<file path="config.mk">
export PLATFORM = sky130hd
export DESIGN_NAME = swfo_core
export DESIGN_NICKNAME = d
export VERILOG_FILES = /design/src/hdl/swfo_pkg.sv /design/src/hdl/swfo_core.sv
export SDC_FILE = /design/constraint.sdc
export NUM_CORES = 1
export LEC_CHECK = 0
export ABC_AREA = 1
export BUFFER_PORTS_ARGS = -buffer_cell sky130_fd_sc_hd__buf_4
export CORE_ASPECT_RATIO = 0.5
export CORE_UTILIZATION = 45
export DETAILED_ROUTE_END_ITERATION = 8
export GPL_TIMING_DRIVEN = 0
export HOLD_SLACK_MARGIN = 0.06
export PLACE_DENSITY_LB_ADDON = 0.1
export SYNTH_ARGS = -nofsm -noshare
export SYNTH_HDL_FRONTEND = slang
export SYNTH_SLANG_ARGS = --single-unit
</file>
<file path="constraint.sdc">
create_clock -name sys_clk -period 36 [get_ports sys_clk]
set_clock_uncertainty 0.15 [all_clocks]
set_input_delay 1.8 -clock sys_clk [delete_from_list [all_inputs] [get_ports sys_clk]]
set_output_delay 1.8 -clock sys_clk [all_outputs]
set_load 0.01 [all_outputs]
</file>
<file path="src/hdl/swfo_pkg.sv">
// Constants and types shared by the switch forwarding and ordering block
package swfo_pkg;
  localparam int NPORT = 6;
  localparam int PW = 3;
  localparam int TS_W = 16;
  localparam int SZ_W = 9;
  localparam int QD = 4;
  localparam int QA = 2;
  localparam int HP = 0;
  localparam int HNP = 1;
  localparam int HCP = 2;
  localparam logic [PW-1:0] UP_PORT = 3'h0;
  localparam logic [PW-1:0] PAIR_PORT = 3'h1;
  // Register byte offsets
  localparam logic [7:0] OFF_CTRL = 8'h00;
  localparam logic [7:0] OFF_CUT = 8'h04;
  localparam logic [7:0] OFF_STAT = 8'h08;
  localparam logic [7:0] OFF_TS = 8'h0C;
  localparam int CTRL_RO_DIS_BIT = 0;
  localparam int CUT_DIS_BIT = 0;
  localparam logic CUT_DIS_RST = 1'b1;
  // Decoupler: one maximum packet of 2112 bytes in 8-byte words
  localparam int DEC_BYTES = 2112;
  localparam int WORD_BYTES = 8;
  localparam int DEC_WORDS = DEC_BYTES / WORD_BYTES;
  localparam int DEC_CW = $clog2(DEC_WORDS + 1);
  localparam int DEC_LAT_MAX = 5;
  localparam logic [2:0] DEC_CT_CYC = 3'h3;
  // Header type field groups
  localparam logic [3:0] TY_MEM_H = 4'h0;
  localparam logic [4:0] TY_IO = 5'h02;
  localparam logic [3:0] TY_CFG_H = 4'h2;
  localparam logic [4:0] TY_TCFG = 5'h1B;
  localparam logic [3:0] TY_CPL_H = 4'h5;
  localparam logic [1:0] TY_MSG_H = 2'h2;
  localparam logic [2:0] RR_ROOT = 3'h0;
  localparam logic [2:0] RR_ADDR = 3'h1;
  localparam logic [2:0] RR_ID = 3'h2;
  localparam logic [2:0] RR_BCAST = 3'h3;
  localparam logic [2:0] RR_LOCAL = 3'h4;
  localparam logic [2:0] RR_GATHER = 3'h5;
  localparam logic [7:0] MSG_PME_TO_ACK = 8'h1B;

  typedef enum logic [2:0] {CLS_P, CLS_NP, CLS_CP, CLS_INS_P, CLS_INS_CP} swfo_cls_t;
  typedef enum logic [2:0] {RT_ADDR32, RT_ADDR64, RT_ID, RT_ROOT, RT_BCAST, RT_LOCAL, RT_GATHER, RT_BAD} swfo_route_t;
  typedef struct packed {logic [TS_W-1:0] ts; logic [PW-1:0] dest; logic [SZ_W-1:0] size; logic ro; logic done;} swfo_desc_t;
  typedef struct packed {swfo_desc_t [QD-1:0] ent; logic [QA:0] wr; logic [QA:0] rd;} swfo_q_t;
  typedef struct packed {swfo_cls_t cls; logic [PW-1:0] dest; logic [SZ_W-1:0] size; logic ro;} swfo_enq_t;
  typedef struct packed {logic [PW-1:0] dest; logic [SZ_W-1:0] size; logic [TS_W-1:0] age;} swfo_head_t;
  typedef struct packed {logic [1:0] fmt; logic [4:0] typ; logic [7:0] msg;} swfo_hdr_t;
endpackage

</file>
<file path="src/hdl/swfo_core.sv">
// Input frame buffer ordering, forwarding mode, decoupler and routing for one port
// ----------------------------------------------------------------------------
// ----------------------------------------------------------------------------
`timescale 1ns/1ps
`default_nettype none
module swfo_core #(
  parameter logic [swfo_pkg::PW-1:0] PORT_ID = 3'h0
) (
  input wire logic sys_clk, // Core clock, 50 MHz
  input wire logic rst_b, // Async reset, active low
  input wire logic hsel, // AHB slave select
  input wire logic [31:0] haddr, // AHB address
  input wire logic [1:0] htrans, // AHB transfer type
  input wire logic hwrite, // AHB write
  input wire logic [2:0] hsize, // AHB size, words only
  input wire logic [31:0] hwdata, // AHB write data
  input wire logic hready, // AHB bus ready
  output logic hreadyout, // AHB slave ready
  output logic hresp, // AHB response
  output logic [31:0] hrdata, // AHB read data
  input wire logic enq_valid, // New packet header arrives
  input wire swfo_pkg::swfo_enq_t enq, // Class, destination, size, relaxed flag
  output logic enq_ready, // Target queue has room
  input wire logic rx_end, // Last packet fully received
  input wire logic [1:0] in_width, // Ingress width code, log2 lanes
  input wire logic [swfo_pkg::NPORT-1:0][1:0] eg_width, // Egress width code per port
  input wire logic pair_busy_in, // Pair transfer running elsewhere
  output logic [2:0] head_valid, // Dispatchable logical heads
  output swfo_pkg::swfo_head_t [2:0] head_info, // Per head destination, size, age
  input wire logic [2:0] disp, // Scheduler takes a head
  output logic tx_word, // Egress word this cycle
  output logic tx_last, // Last egress word
  output logic [swfo_pkg::PW-1:0] tx_dest, // Egress port of running packet
  output logic pair_active, // Pair transfer running here
  input wire logic dec_fill, // Word into decoupler
  input wire logic dec_fill_last, // Last word into decoupler
  output logic dec_fill_rdy, // Decoupler accepts a word
  input wire logic dec_drain, // Word out of decoupler
  input wire logic dec_drain_last, // Last word out of decoupler
  output logic dec_drain_ok, // Decoupler may be drained
  input wire logic rt_valid, // Header to classify
  input wire swfo_pkg::swfo_hdr_t rt_hdr, // Format, type, message code
  input wire logic rt_src_down, // Received on a downstream port
  input wire logic [1:0] rt_src_stack, // Receiving stack
  input wire logic [1:0] rt_dst_stack, // Target stack
  output logic rt_out_v, // Classification valid
  output swfo_pkg::swfo_route_t rt_kind, // Routing method
  output logic rt_self // Route-to-self transfer
);
  typedef struct packed {
    logic [swfo_pkg::TS_W-1:0] ts;
    swfo_pkg::swfo_q_t [2:0] q;
    swfo_pkg::swfo_desc_t insp;
    swfo_pkg::swfo_desc_t inscp;
    logic insp_v;
    logic inscp_v;
    logic [1:0] last_q;
    logic [swfo_pkg::QA-1:0] last_i;
    logic last_v;
    logic tx_act;
    logic [swfo_pkg::SZ_W-1:0] tx_cnt;
    logic [swfo_pkg::PW-1:0] tx_dest;
    logic [swfo_pkg::DEC_CW-1:0] dec_cnt;
    logic [2:0] dec_age;
    logic dec_pkt;
    logic ro_dis;
    logic cut_dis;
    logic ap_wr;
    logic [7:0] ap_addr;
    logic [31:0] rdata;
    logic rt_v;
    logic rt_self;
    swfo_pkg::swfo_route_t rt_kind;
  } swfo_st_t;

  swfo_st_t s_q, s_d;
  logic [1:0] rsync_q;
  logic rst_n_s;
  swfo_pkg::swfo_desc_t [2:0] qh, hd;
  logic [2:0] qp, pr, tv, go, pick;
  logic ip_sel, cp_sel, ro, ct_p;
  swfo_pkg::swfo_desc_t nd;
  int k;

  // ----------------------------------------------------------------------------
  // Helpers
  // ----------------------------------------------------------------------------
  // Modular compare: a is older than b while residency stays below half the wrap
  function automatic logic older(input logic [swfo_pkg::TS_W-1:0] a, input logic [swfo_pkg::TS_W-1:0] b);
    logic [swfo_pkg::TS_W-1:0] diff;
    diff = a - b;
    return diff[swfo_pkg::TS_W-1];
  endfunction

  function automatic logic old_hd(input logic pa, input logic pb, input logic [swfo_pkg::TS_W-1:0] ta,
                                  input logic [swfo_pkg::TS_W-1:0] tb);
    return pa && (!pb || older(ta, tb));
  endfunction

  function automatic logic is_pair(input logic [swfo_pkg::PW-1:0] d);
    return (PORT_ID == swfo_pkg::UP_PORT && d == swfo_pkg::PAIR_PORT) ||
           (PORT_ID == swfo_pkg::PAIR_PORT && d == swfo_pkg::UP_PORT);
  endfunction

  function automatic logic qnz(input swfo_pkg::swfo_q_t q);
    return q.wr != q.rd;
  endfunction

  function automatic swfo_pkg::swfo_route_t route_of(input swfo_pkg::swfo_hdr_t h, input logic down);
    swfo_pkg::swfo_route_t r;
    r = swfo_pkg::RT_BAD;
    if (h.typ[4:1] == swfo_pkg::TY_MEM_H) r = h.fmt[0] ? swfo_pkg::RT_ADDR64 : swfo_pkg::RT_ADDR32;
    else if (h.typ == swfo_pkg::TY_IO) r = swfo_pkg::RT_ADDR32;
    else if (h.typ[4:1] == swfo_pkg::TY_CFG_H || h.typ[4:1] == swfo_pkg::TY_CPL_H) r = swfo_pkg::RT_ID;
    else if (h.typ == swfo_pkg::TY_TCFG) r = swfo_pkg::RT_ID;
    else if (h.typ[4:3] == swfo_pkg::TY_MSG_H) begin
      case (h.typ[2:0])
        swfo_pkg::RR_ROOT: r = swfo_pkg::RT_ROOT;
        swfo_pkg::RR_ADDR: r = h.fmt[0] ? swfo_pkg::RT_ADDR64 : swfo_pkg::RT_ADDR32;
        swfo_pkg::RR_ID: r = swfo_pkg::RT_ID;
        swfo_pkg::RR_BCAST: r = swfo_pkg::RT_BCAST;
        swfo_pkg::RR_LOCAL: r = swfo_pkg::RT_LOCAL;
        swfo_pkg::RR_GATHER: r = (down && h.msg == swfo_pkg::MSG_PME_TO_ACK) ? swfo_pkg::RT_GATHER
                                                                              : swfo_pkg::RT_BAD;
        default: r = swfo_pkg::RT_BAD;
      endcase
    end
    return r;
  endfunction

  // ----------------------------------------------------------------------------
  // Reset release
  // ----------------------------------------------------------------------------
  always_ff @(posedge sys_clk or negedge rst_b) begin
    if (!rst_b) rsync_q <= 2'h0;
    else rsync_q <= {rsync_q[0], 1'b1};
  end
  assign rst_n_s = rsync_q[1];

  // ----------------------------------------------------------------------------
  // Next state
  // ----------------------------------------------------------------------------
  always_comb begin
    s_d = s_q;
    s_d.ts = s_q.ts + 1'b1;
    for (int i = 0; i < 3; i++) begin
      qh[i] = s_q.q[i].ent[s_q.q[i].rd[swfo_pkg::QA-1:0]];
      qp[i] = qnz(s_q.q[i]);
    end
    // Insertion slots merge into their type head by age
    ip_sel = s_q.insp_v && (!qp[swfo_pkg::HP] || older(s_q.insp.ts, qh[swfo_pkg::HP].ts));
    cp_sel = s_q.inscp_v && (!qp[swfo_pkg::HCP] || older(s_q.inscp.ts, qh[swfo_pkg::HCP].ts));
    hd = qh;
    pr = qp;
    if (ip_sel) hd[swfo_pkg::HP] = s_q.insp;
    if (cp_sel) hd[swfo_pkg::HCP] = s_q.inscp;
    pr[swfo_pkg::HP] = qp[swfo_pkg::HP] || s_q.insp_v;
    pr[swfo_pkg::HCP] = qp[swfo_pkg::HCP] || s_q.inscp_v;
    ro = hd[swfo_pkg::HCP].ro && !s_q.ro_dis;
    tv[swfo_pkg::HP] = 1'b1;
    tv[swfo_pkg::HNP] = old_hd(pr[1], pr[0], hd[1].ts, hd[0].ts) ||
                        (old_hd(pr[0], pr[2], hd[0].ts, hd[2].ts) && ro &&
                         old_hd(pr[2], pr[1], hd[2].ts, hd[1].ts));
    // With no posted head there is nothing to pass, so a lone completion drains
    tv[swfo_pkg::HCP] = !pr[swfo_pkg::HP] ||
                        (old_hd(pr[1], pr[0], hd[1].ts, hd[0].ts) && old_hd(pr[2], pr[0], hd[2].ts, hd[0].ts)) ||
                        (ro && old_hd(pr[0], pr[2], hd[0].ts, hd[2].ts) &&
                         old_hd(pr[1], pr[2], hd[1].ts, hd[2].ts));
    for (int i = 0; i < 3; i++) begin
      // Cut through only when ingress keeps pace with egress
      go[i] = pr[i] && tv[i] && !s_q.tx_act &&
              (hd[i].done || (in_width >= eg_width[hd[i].dest] &&
                              !(is_pair(hd[i].dest) && s_q.cut_dis))) &&
              !(pair_busy_in && (hd[i].dest == swfo_pkg::UP_PORT || is_pair(hd[i].dest)));
    end
    head_valid = go;
    for (int i = 0; i < 3; i++) begin
      for (int j = 0; j < 3; j++) begin
        if (j != i && pr[j] && hd[j].dest == hd[i].dest && old_hd(pr[j], pr[i], hd[j].ts, hd[i].ts))
          head_valid[i] = 1'b0;
      end
    end
    pick = 3'h0;
    for (int i = 2; i >= 0; i--) begin
      if (disp[i] && head_valid[i]) pick = 3'(1 << i);
    end
    // Egress streams one word per cycle, never paused
    if (s_q.tx_act) begin
      s_d.tx_cnt = s_q.tx_cnt - 1'b1;
      if (s_q.tx_cnt == 1) s_d.tx_act = 1'b0;
    end
    for (int i = 0; i < 3; i++) begin
      if (pick[i]) begin
        s_d.tx_act = 1'b1;
        s_d.tx_cnt = (hd[i].size == 0) ? swfo_pkg::SZ_W'(1) : hd[i].size;
        s_d.tx_dest = hd[i].dest;
        if (i == swfo_pkg::HP && ip_sel) s_d.insp_v = 1'b0;
        else if (i == swfo_pkg::HCP && cp_sel) s_d.inscp_v = 1'b0;
        else s_d.q[i].rd = s_q.q[i].rd + 1'b1;
      end
    end
    // Arrivals
    if (rx_end && s_q.last_v) s_d.q[s_q.last_q].ent[s_q.last_i].done = 1'b1;
    k = (enq.cls == swfo_pkg::CLS_NP) ? swfo_pkg::HNP : (enq.cls == swfo_pkg::CLS_CP) ? swfo_pkg::HCP : swfo_pkg::HP;
    case (enq.cls)
      swfo_pkg::CLS_INS_P: enq_ready = !s_q.insp_v;
      swfo_pkg::CLS_INS_CP: enq_ready = !s_q.inscp_v;
      default: enq_ready = s_q.q[k].wr != {~s_q.q[k].rd[swfo_pkg::QA], s_q.q[k].rd[swfo_pkg::QA-1:0]};
    endcase
    // Insertion packets are complete on entry and never wait for rx_end
    nd = '{ts: s_q.ts, dest: enq.dest, size: enq.size, ro: enq.ro, done: 1'b0};
    if (enq_valid && enq_ready) begin
      case (enq.cls)
        swfo_pkg::CLS_INS_P: begin
          s_d.insp = nd;
          s_d.insp.done = 1'b1;
          s_d.insp_v = 1'b1;
        end
        swfo_pkg::CLS_INS_CP: begin
          s_d.inscp = nd;
          s_d.inscp.done = 1'b1;
          s_d.inscp_v = 1'b1;
        end
        default: begin
          s_d.q[k].ent[s_q.q[k].wr[swfo_pkg::QA-1:0]] = nd;
          s_d.q[k].wr = s_q.q[k].wr + 1'b1;
          s_d.last_q = 2'(k);
          s_d.last_i = s_q.q[k].wr[swfo_pkg::QA-1:0];
          s_d.last_v = 1'b1;
        end
      endcase
    end
    // Bus decoupler: one packet, independent fill and drain
    // Words are counted only; the payload path sits outside this block
    dec_fill_rdy = !s_q.dec_pkt && s_q.dec_cnt < swfo_pkg::DEC_CW'(swfo_pkg::DEC_WORDS);
    dec_drain_ok = s_q.dec_cnt != 0 && (s_q.dec_pkt || s_q.dec_age >= swfo_pkg::DEC_CT_CYC);
    if (dec_fill && dec_fill_rdy) begin
      s_d.dec_cnt = s_d.dec_cnt + 1'b1;
      if (dec_fill_last) s_d.dec_pkt = 1'b1;
    end
    if (dec_drain && dec_drain_ok) begin
      s_d.dec_cnt = s_d.dec_cnt - 1'b1;
      if (dec_drain_last) s_d.dec_pkt = 1'b0;
    end
    if (s_d.dec_cnt == 0) s_d.dec_age = 3'h0;
    else if (s_q.dec_age < swfo_pkg::DEC_CT_CYC) s_d.dec_age = s_q.dec_age + 1'b1;
    // Routing classifier
    s_d.rt_v = rt_valid;
    if (rt_valid) begin
      s_d.rt_kind = route_of(rt_hdr, rt_src_down);
      s_d.rt_self = rt_src_stack == rt_dst_stack;
    end
    // AHB-Lite slave; read data loads in the address phase
    s_d.ap_wr = 1'b0;
    if (s_q.ap_wr) begin
      if (s_q.ap_addr == swfo_pkg::OFF_CTRL) s_d.ro_dis = hwdata[swfo_pkg::CTRL_RO_DIS_BIT];
      if (s_q.ap_addr == swfo_pkg::OFF_CUT) s_d.cut_dis = hwdata[swfo_pkg::CUT_DIS_BIT];
    end
    if (hsel && hready && htrans[1]) begin
      s_d.ap_wr = hwrite;
      s_d.ap_addr = haddr[7:0];
      case (haddr[7:0])
        swfo_pkg::OFF_CTRL: s_d.rdata = 32'(s_q.ro_dis);
        swfo_pkg::OFF_CUT: s_d.rdata = 32'(s_q.cut_dis);
        swfo_pkg::OFF_STAT: s_d.rdata = 32'({s_q.dec_cnt, s_q.dec_pkt, s_q.tx_act, s_q.inscp_v, s_q.insp_v,
                                             s_q.q[2].wr - s_q.q[2].rd, s_q.q[1].wr - s_q.q[1].rd,
                                             s_q.q[0].wr - s_q.q[0].rd});
        swfo_pkg::OFF_TS: s_d.rdata = 32'(s_q.ts);
        default: s_d.rdata = 32'h0000_0000;
      endcase
    end
  end

  always_ff @(posedge sys_clk or negedge rst_n_s) begin
    if (!rst_n_s) begin
      s_q <= '0;
      s_q.cut_dis <= swfo_pkg::CUT_DIS_RST;
    end else begin
      s_q <= s_d;
    end
  end

  // ----------------------------------------------------------------------------
  // Outputs
  // ----------------------------------------------------------------------------
  always_comb begin
    for (int i = 0; i < 3; i++) begin
      head_info[i].dest = hd[i].dest;
      head_info[i].size = hd[i].size;
      head_info[i].age = s_q.ts - hd[i].ts;
    end
  end
  assign ct_p = in_width >= eg_width[hd[0].dest] && !(is_pair(hd[0].dest) && s_q.cut_dis);
  assign tx_word = s_q.tx_act;
  assign tx_last = s_q.tx_act && s_q.tx_cnt == 1;
  assign tx_dest = s_q.tx_dest;
  assign pair_active = s_q.tx_act && is_pair(s_q.tx_dest);
  assign rt_out_v = s_q.rt_v;
  assign rt_kind = s_q.rt_kind;
  assign rt_self = s_q.rt_self;
  assign hreadyout = 1'b1;
  assign hresp = 1'b0;
  assign hrdata = s_q.rdata;
endmodule
`default_nettype wire

</file>
Word level (Yosys, flattened, before mapping)
Cells that the tools add are included.
- logic and storage cells: 383
- input bits: 135
- flip-flop bits (word level): 537
- output and inout bits: 135
- add/sub/neg operators: 23
- equality and inequality tests: 35
- magnitude comparators: 20
- muxes and demuxes: 85
- reductions and logical operators: 121
- bitwise gates (word level): 2
- operators by type and width (cell ; number):
    $bwmux 378 ; 3
    $demux 126 s2 ; 3
    $mux 378 ; 2
    $mux 445 ; 1
    $bmux 126 s2 ; 1
    $mux 126 ; 2
    $mux 30 ; 8
    $bmux 30 s2 ; 3
    $sub 16x16->16 ; 11
    $demux 30 s2 ; 2
    $pmux 22 s4 ; 1
    $logic_and 1x1->1 ; 63
    $mux 3 ; 15
    $mux 9 ; 5
    $mux 41 ; 1
    $mux 13 ; 3
    $logic_not 9->1 ; 4
    $logic_or 1x1->1 ; 21
    $lt 2x3->1 const B ; 7
    $mux 1 ; 20
    $bmux 2 s3 ; 3
    $eq 3x1->1 const B ; 6
    $eq 3x3->1 ; 6
    $mux 6 ; 3
    other kinds (40) ; 92

Longest topological paths before layout
- word-level depth: 29
- gate-level depth with buffers: 45
- mapped depth without buffers: 42

Least setup slack after synthesis
Ideal clock, no wire load.
- path kind: register to output
- start: register s_q[393] (netlist name)
- end: output port head_valid[1]
- data required time: 34.050 ns
- path buffers: 10
- path slack: 28.251 ns
- stages on the path, launching flop included: 39
- data arrival time: 5.799 ns
- path through: dfrtp_1 inv_2 buf_6 clkbuf_1 clkbuf_1 clkbuf_1 clkbuf_1 buf_2 nand2_1 a32o_1 ha_1 nand2_1 nor2_1 a211oi_1 nand2_1 nand2_1 nand3_1 nand3_4 [... 3 more ...] clkbuf_1 buf_2 o21ai_0 ha_1 nand2_1 inv_1 nand3_1 a21oi_1 a2111oi_0 nand2_1 nand2_1 nand3_1 nand2_1 inv_1 nand2_1 nand2_1 a21oi_2 and2_1
- word-level cells in the longest chain between the ends: 18
- elaborated cells between the ends (all ways): 29
- classes of those cells: add/sub: 3; eq/ne: 2; mux: 5; reduce/logical: 19
- ends and longest elaborated chain (item ; RTL line ; text):
    start, declared ; swfo_core.sv:76 ; swfo_st_t s_q, s_d;
    $bmux 30 s2 ; swfo_core.sv:147 ; qh[i] = s_q.q[i].ent[s_q.q[i].rd[swfo_pkg::QA-1:0]];
    $mux 30 (implied by the code) ; swfo_core.sv:147 ;
    $sub 16x16->16 ; swfo_core.sv:91 ; diff = a - b;
    $logic_or 1x1->1 ; swfo_core.sv:152 ; cp_sel = s_q.inscp_v && (!qp[swfo_pkg::HCP] || older(s_q.inscp.ts, qh[swfo_pkg::HCP].ts));
    $logic_and 1x1->1 ; swfo_core.sv:152 ;
    $mux 30 ; swfo_core.sv:156 ; if (cp_sel) hd[swfo_pkg::HCP] = s_q.inscp;
    $sub 16x16->16 ; swfo_core.sv:91 ;
    $logic_or 1x1->1 ; swfo_core.sv:97 ; return pa && (!pb || older(ta, tb));
    $logic_and 1x1->1 ; swfo_core.sv:97 ;
    $logic_and 1x1->1 (2 in series) ; swfo_core.sv:162 ; (old_hd(pr[0], pr[2], hd[0].ts, hd[2].ts) && ro &&
    $logic_or 1x1->1 ; swfo_core.sv:161 ; tv[swfo_pkg::HNP] = old_hd(pr[1], pr[0], hd[1].ts, hd[0].ts) ||
    $logic_and 1x1->1 (3 in series) ; swfo_core.sv:171 ; go[i] = pr[i] && tv[i] && !s_q.tx_act &&
    $logic_and 1x1->1 ; swfo_core.sv:173 ; !(is_pair(hd[i].dest) && s_q.cut_dis))) &&
    $mux 1 ; swfo_core.sv:179 ; if (j != i && pr[j] && hd[j].dest == hd[i].dest && old_hd(pr[j], pr[i], hd[j].ts, hd[i].ts))
    $mux 1 (*) ; swfo_core.sv:179 ;
    end, declared ; swfo_core.sv:28 ; output logic [2:0] head_valid,
Mark *: on every way between the ends. The rest lies on a longest branch, timed or not. The select of a mux whose other input is x is not followed.

Worst setup path after layout
Same ends and word-level chain as after synthesis.

==> run_results.csv <==
group,metric,value,unit
global_route,grt_pass1_vias,26100,
synth,ys_ff_latch,518,
critical_path,cp-start-kind,"register",
route,wl,114000,um
synth,yosys.area.top_type_share,43.4,%
power,pwr_density_cell,92.4,mW/mm^2
cts,cts-root-buf,"clkbuf_16",
synth,synth_largest_area_cell,"dfrtp_1",
synth,ys.flop_type,"dfrtp_1",
route,avgViaCountPerCell,5.65,
sta,relSlewSlack,-4.75,%
route,drc,0,
global_route,grt_max_degree,69,
critical_path,endpoint_kind,"output pin",
cts,postCtsHoldBufs,0,
synth,synth_area,0.0298,mm^2
global_route,grt.overflow.total,0,
die,die-area,0.0673,mm^2
placed_design,portBuffers,197,
die,start_util,45.7,%
die,ioPinCount,270,
critical_path,crit_family,"buffers and inverters",
route,num_vias,28200,
sta,layout_min_cycle_time,12.51,ns
synth,synth_most_common_cell,"nand2_1",
cts,htreeDepth,2,
die,rows,66,
critical_path,path_common_cell,"nand2_1",
synth,yosysWarnings,0,
critical_path,crit_buf_inv,14,
cts,clkLatencyLatePin,0.62,ns
cts,path_clk_slew,0.07,ns
cts,clock-sinks,518,
critical_path,arrival,10.56,ns
cts,clock_tree.buffer_depth,3,
job,maxCapViolCount,2,
synth,synth_cell_types,70,
sta,hold_viol_final,0,
min_path,hold_class,"register to asynchronous set/reset pin",
final_layout,fin_util,52.7,%
synth,synth-edff-count,0,
route,wire_per_inst,22.9,um
sta,fmax,80.0,MHz
placed_design,gp_congestion,1.01,
die,fp.dieW,366,um
route,antenna_left,0,
synth,synth_async_sr_flop_share,100,%
critical_path,cp_max_fo,10,
synth,ys_top_cells_by_area,"dfrtp_1 43%, nand2_1 11%, o21ai_0 6.4%",
power,vdd_drop_max,0.0639,mV
sta,slew_violations,14,
sta,period_share,34.7,%
global_route,antenna_found_initial,4,
critical_path,cpPeakStageDelay,1.20,ns
global_route,grt_pass1_wl,169000,um
status,violations,"max-capacitance violations, max-slew violations",
synth,synthesis.instances,3796,
sta,tightest_slew,1.55,ns
die,die-height,184,um
critical_path,critPathRequiredTime,34.05,ns
status,status,"complete, but fails checks",
final_layout,fin_nets,4335,
sta,rsz0062_at_grt,"false",
final_layout,drive_gt1_share,11.9,%
cts,cts_tree,"yes",
placed_design,dp_hpwl,87300,um
sta,timing.setup.tns,0,ns
synth,yosys-top-cells-count,"837 x nand2_1, 517 x dfrtp_1, 390 x inv_1",
route,dr.pass1.iters,8,
cts,numCtsBuffers,49,
synth,avgSynthCellArea,7.85,um^2
critical_path,critPathKind,"register to output pin",
final_layout,area_growth,15.3,%
route,drt_iter0_markers,3110,
cts,cts_resized,0,
global_route,track_usage,33.7,%
cts,cts_setup_buffers,0,
sta,setup_viol,0,
die,core,0.0652,mm^2
synth,ys_seq_area_share,43.5,%
critical_path,crit_slowest_cell,"o21ai_0",
power,p_leak,16.7,nW
==> cells in the final DEF, fill, tap and decap left out, types with 8 or more instances in the layout <==
cell | synthesis | layout
nand2_1 | 837 | 837
dfrtp_1 | 517 | 516
inv_1 | 390 | 390
o21ai_0 | 379 | 379
nor2_1 | 378 | 378
a21oi_1 | 304 | 304
buf_4 | 46 | 243
clkbuf_1 | 135 | 144
nand3_1 | 138 | 138
ha_1 | 132 | 132
xor2_1 | 77 | 77
clkbuf_16 | 0 | 50
o22ai_1 | 44 | 44
mux2_2 | 34 | 34
nor3_1 | 31 | 31
buf_2 | 30 | 30
a32oi_1 | 29 | 29
xnor2_1 | 25 | 25
nand4_1 | 24 | 24
inv_2 | 18 | 18
o21ai_1 | 17 | 17
a31oi_1 | 14 | 14
conb_1 | 2 | 13
o221ai_1 | 12 | 12
nor4_1 | 11 | 11
nand2_2 | 11 | 11
buf_6 | 10 | 10
o21bai_1 | 10 | 10
clkinv_2 | 0 | 10
a32o_1 | 9 | 9
clkbuf_8 | 0 | 9
clkinv_1 | 8 | 8
buf_16 | 0 | 8
==> metrics by stage <==
| stage | power, W | cell area, um^2 | worst slack (ns) | hold WS, ns | std cells |
|---|---|---|---|---|---|
| finish | 0.00317 | 34300 | 23.49 | 0.194 | 4987 |
| global route | 0.00339 | 34300 | 23.13 | 0.223 | 4985 |
| CTS | 0.00314 | 34300 | 23.90 | 0.201 | 4985 |
| detailed placement | 0.00257 | 32700 | 24.58 | 0.187 | 4897 |
| global placement | 0.00254 | 32400 | 13.38 | 0.183 | 4888 |
| floorplan | 0.00194 | 29800 | 20.34 | 0.181 | 3807 |
==> final timing paths <==
| path | startpoint | end | slack (ns) | cells after the start |
|---|---|---|---|---|
| max | s_q[393] | head_valid[1] | 23.49 | 37 |
| min | rsync_q[1] | s_q[437] | 0.19 | 0 |
| max reg2reg | s_q[393] | s_q[68] | 25.28 | 40 |
| min reg2reg | rsync_q[1] | s_q[437] | 0.19 | 0 |
| max in group asynchronous | rsync_q[1] | s_q[46] | 33.53 | 5 |
| min in group sys_clk | rsync_q[0] | rsync_q[1] | 0.20 | 0 |
==> area by class of cell <==
cell class	instances	area (um^2)
inverter	416	1560
antenna	2	5.00
timing repair buffer	206	1720
fill	6441	30900
clock inverter	20	270
multi-input combinational	2644	14100
sequential	518	13000
tap	884	1110
buffer	229	1160
clock buffer	68	1410
==> layer usage <==
layer | vias up | share of wire (%) | global-route usage, %
met1 | 13700 | 45 | 50.1
li1 | 13000 | - | -
met5 | - | 0 | 0
met2 | 1346 | 41 | 48.3
met3 | 142 | 11 | 8.53
met4 | 0 | 2.4 | 8.72
==> worst reg2reg max path, delay by kind of cell, from the launching register on <==
kind                     cells  cell delay (ns)
buffers and inverters       14             3.95
flip-flops                   1             0.55
adder cells (fa/ha/maj)      2             0.77
AO/OA/AOI/OAI                8             2.94
AND/OR/NAND/NOR             16             2.31
==> registers in the layout, summed over array words and instances (netlist names) <==
| name | count |
|---|---|
| tx_dest | 3 |
| nd | 16 |
| rt_kind | 3 |
| rt_self | 1 |
| rsync_q | 2 |
| hrdata | 22 |
| s_q | 469 |
| rt_out_v | 1 |
| tx_word | 1 |
==> cell families (layout without fill, tap and decap cells) <==
logic type	after synthesis	after routing	share of synthesized area, %
AO/OA/AOI/OAI	885	885	16.7
XOR/XNOR	102	102	3.00
adder cells (fa/ha/maj)	136	136	5.81
buffers and inverters	645	939	9.14
flip-flops	518	518	43.5
multiplexers	35	35	1.32
other	2	15	0.0252
AND/OR/NAND/NOR	1473	1473	20.5
==> where the power goes <==
part	total, W	switching (W)	internal [W]
clock	0.000564	0.000248	0.000317
combinational	0.00173	0.00111	0.000620
sequential	0.000876	0.000102	0.000774
total	0.00317	0.00146	0.00171
Note: power is estimated with default switching activity, not from simulation.
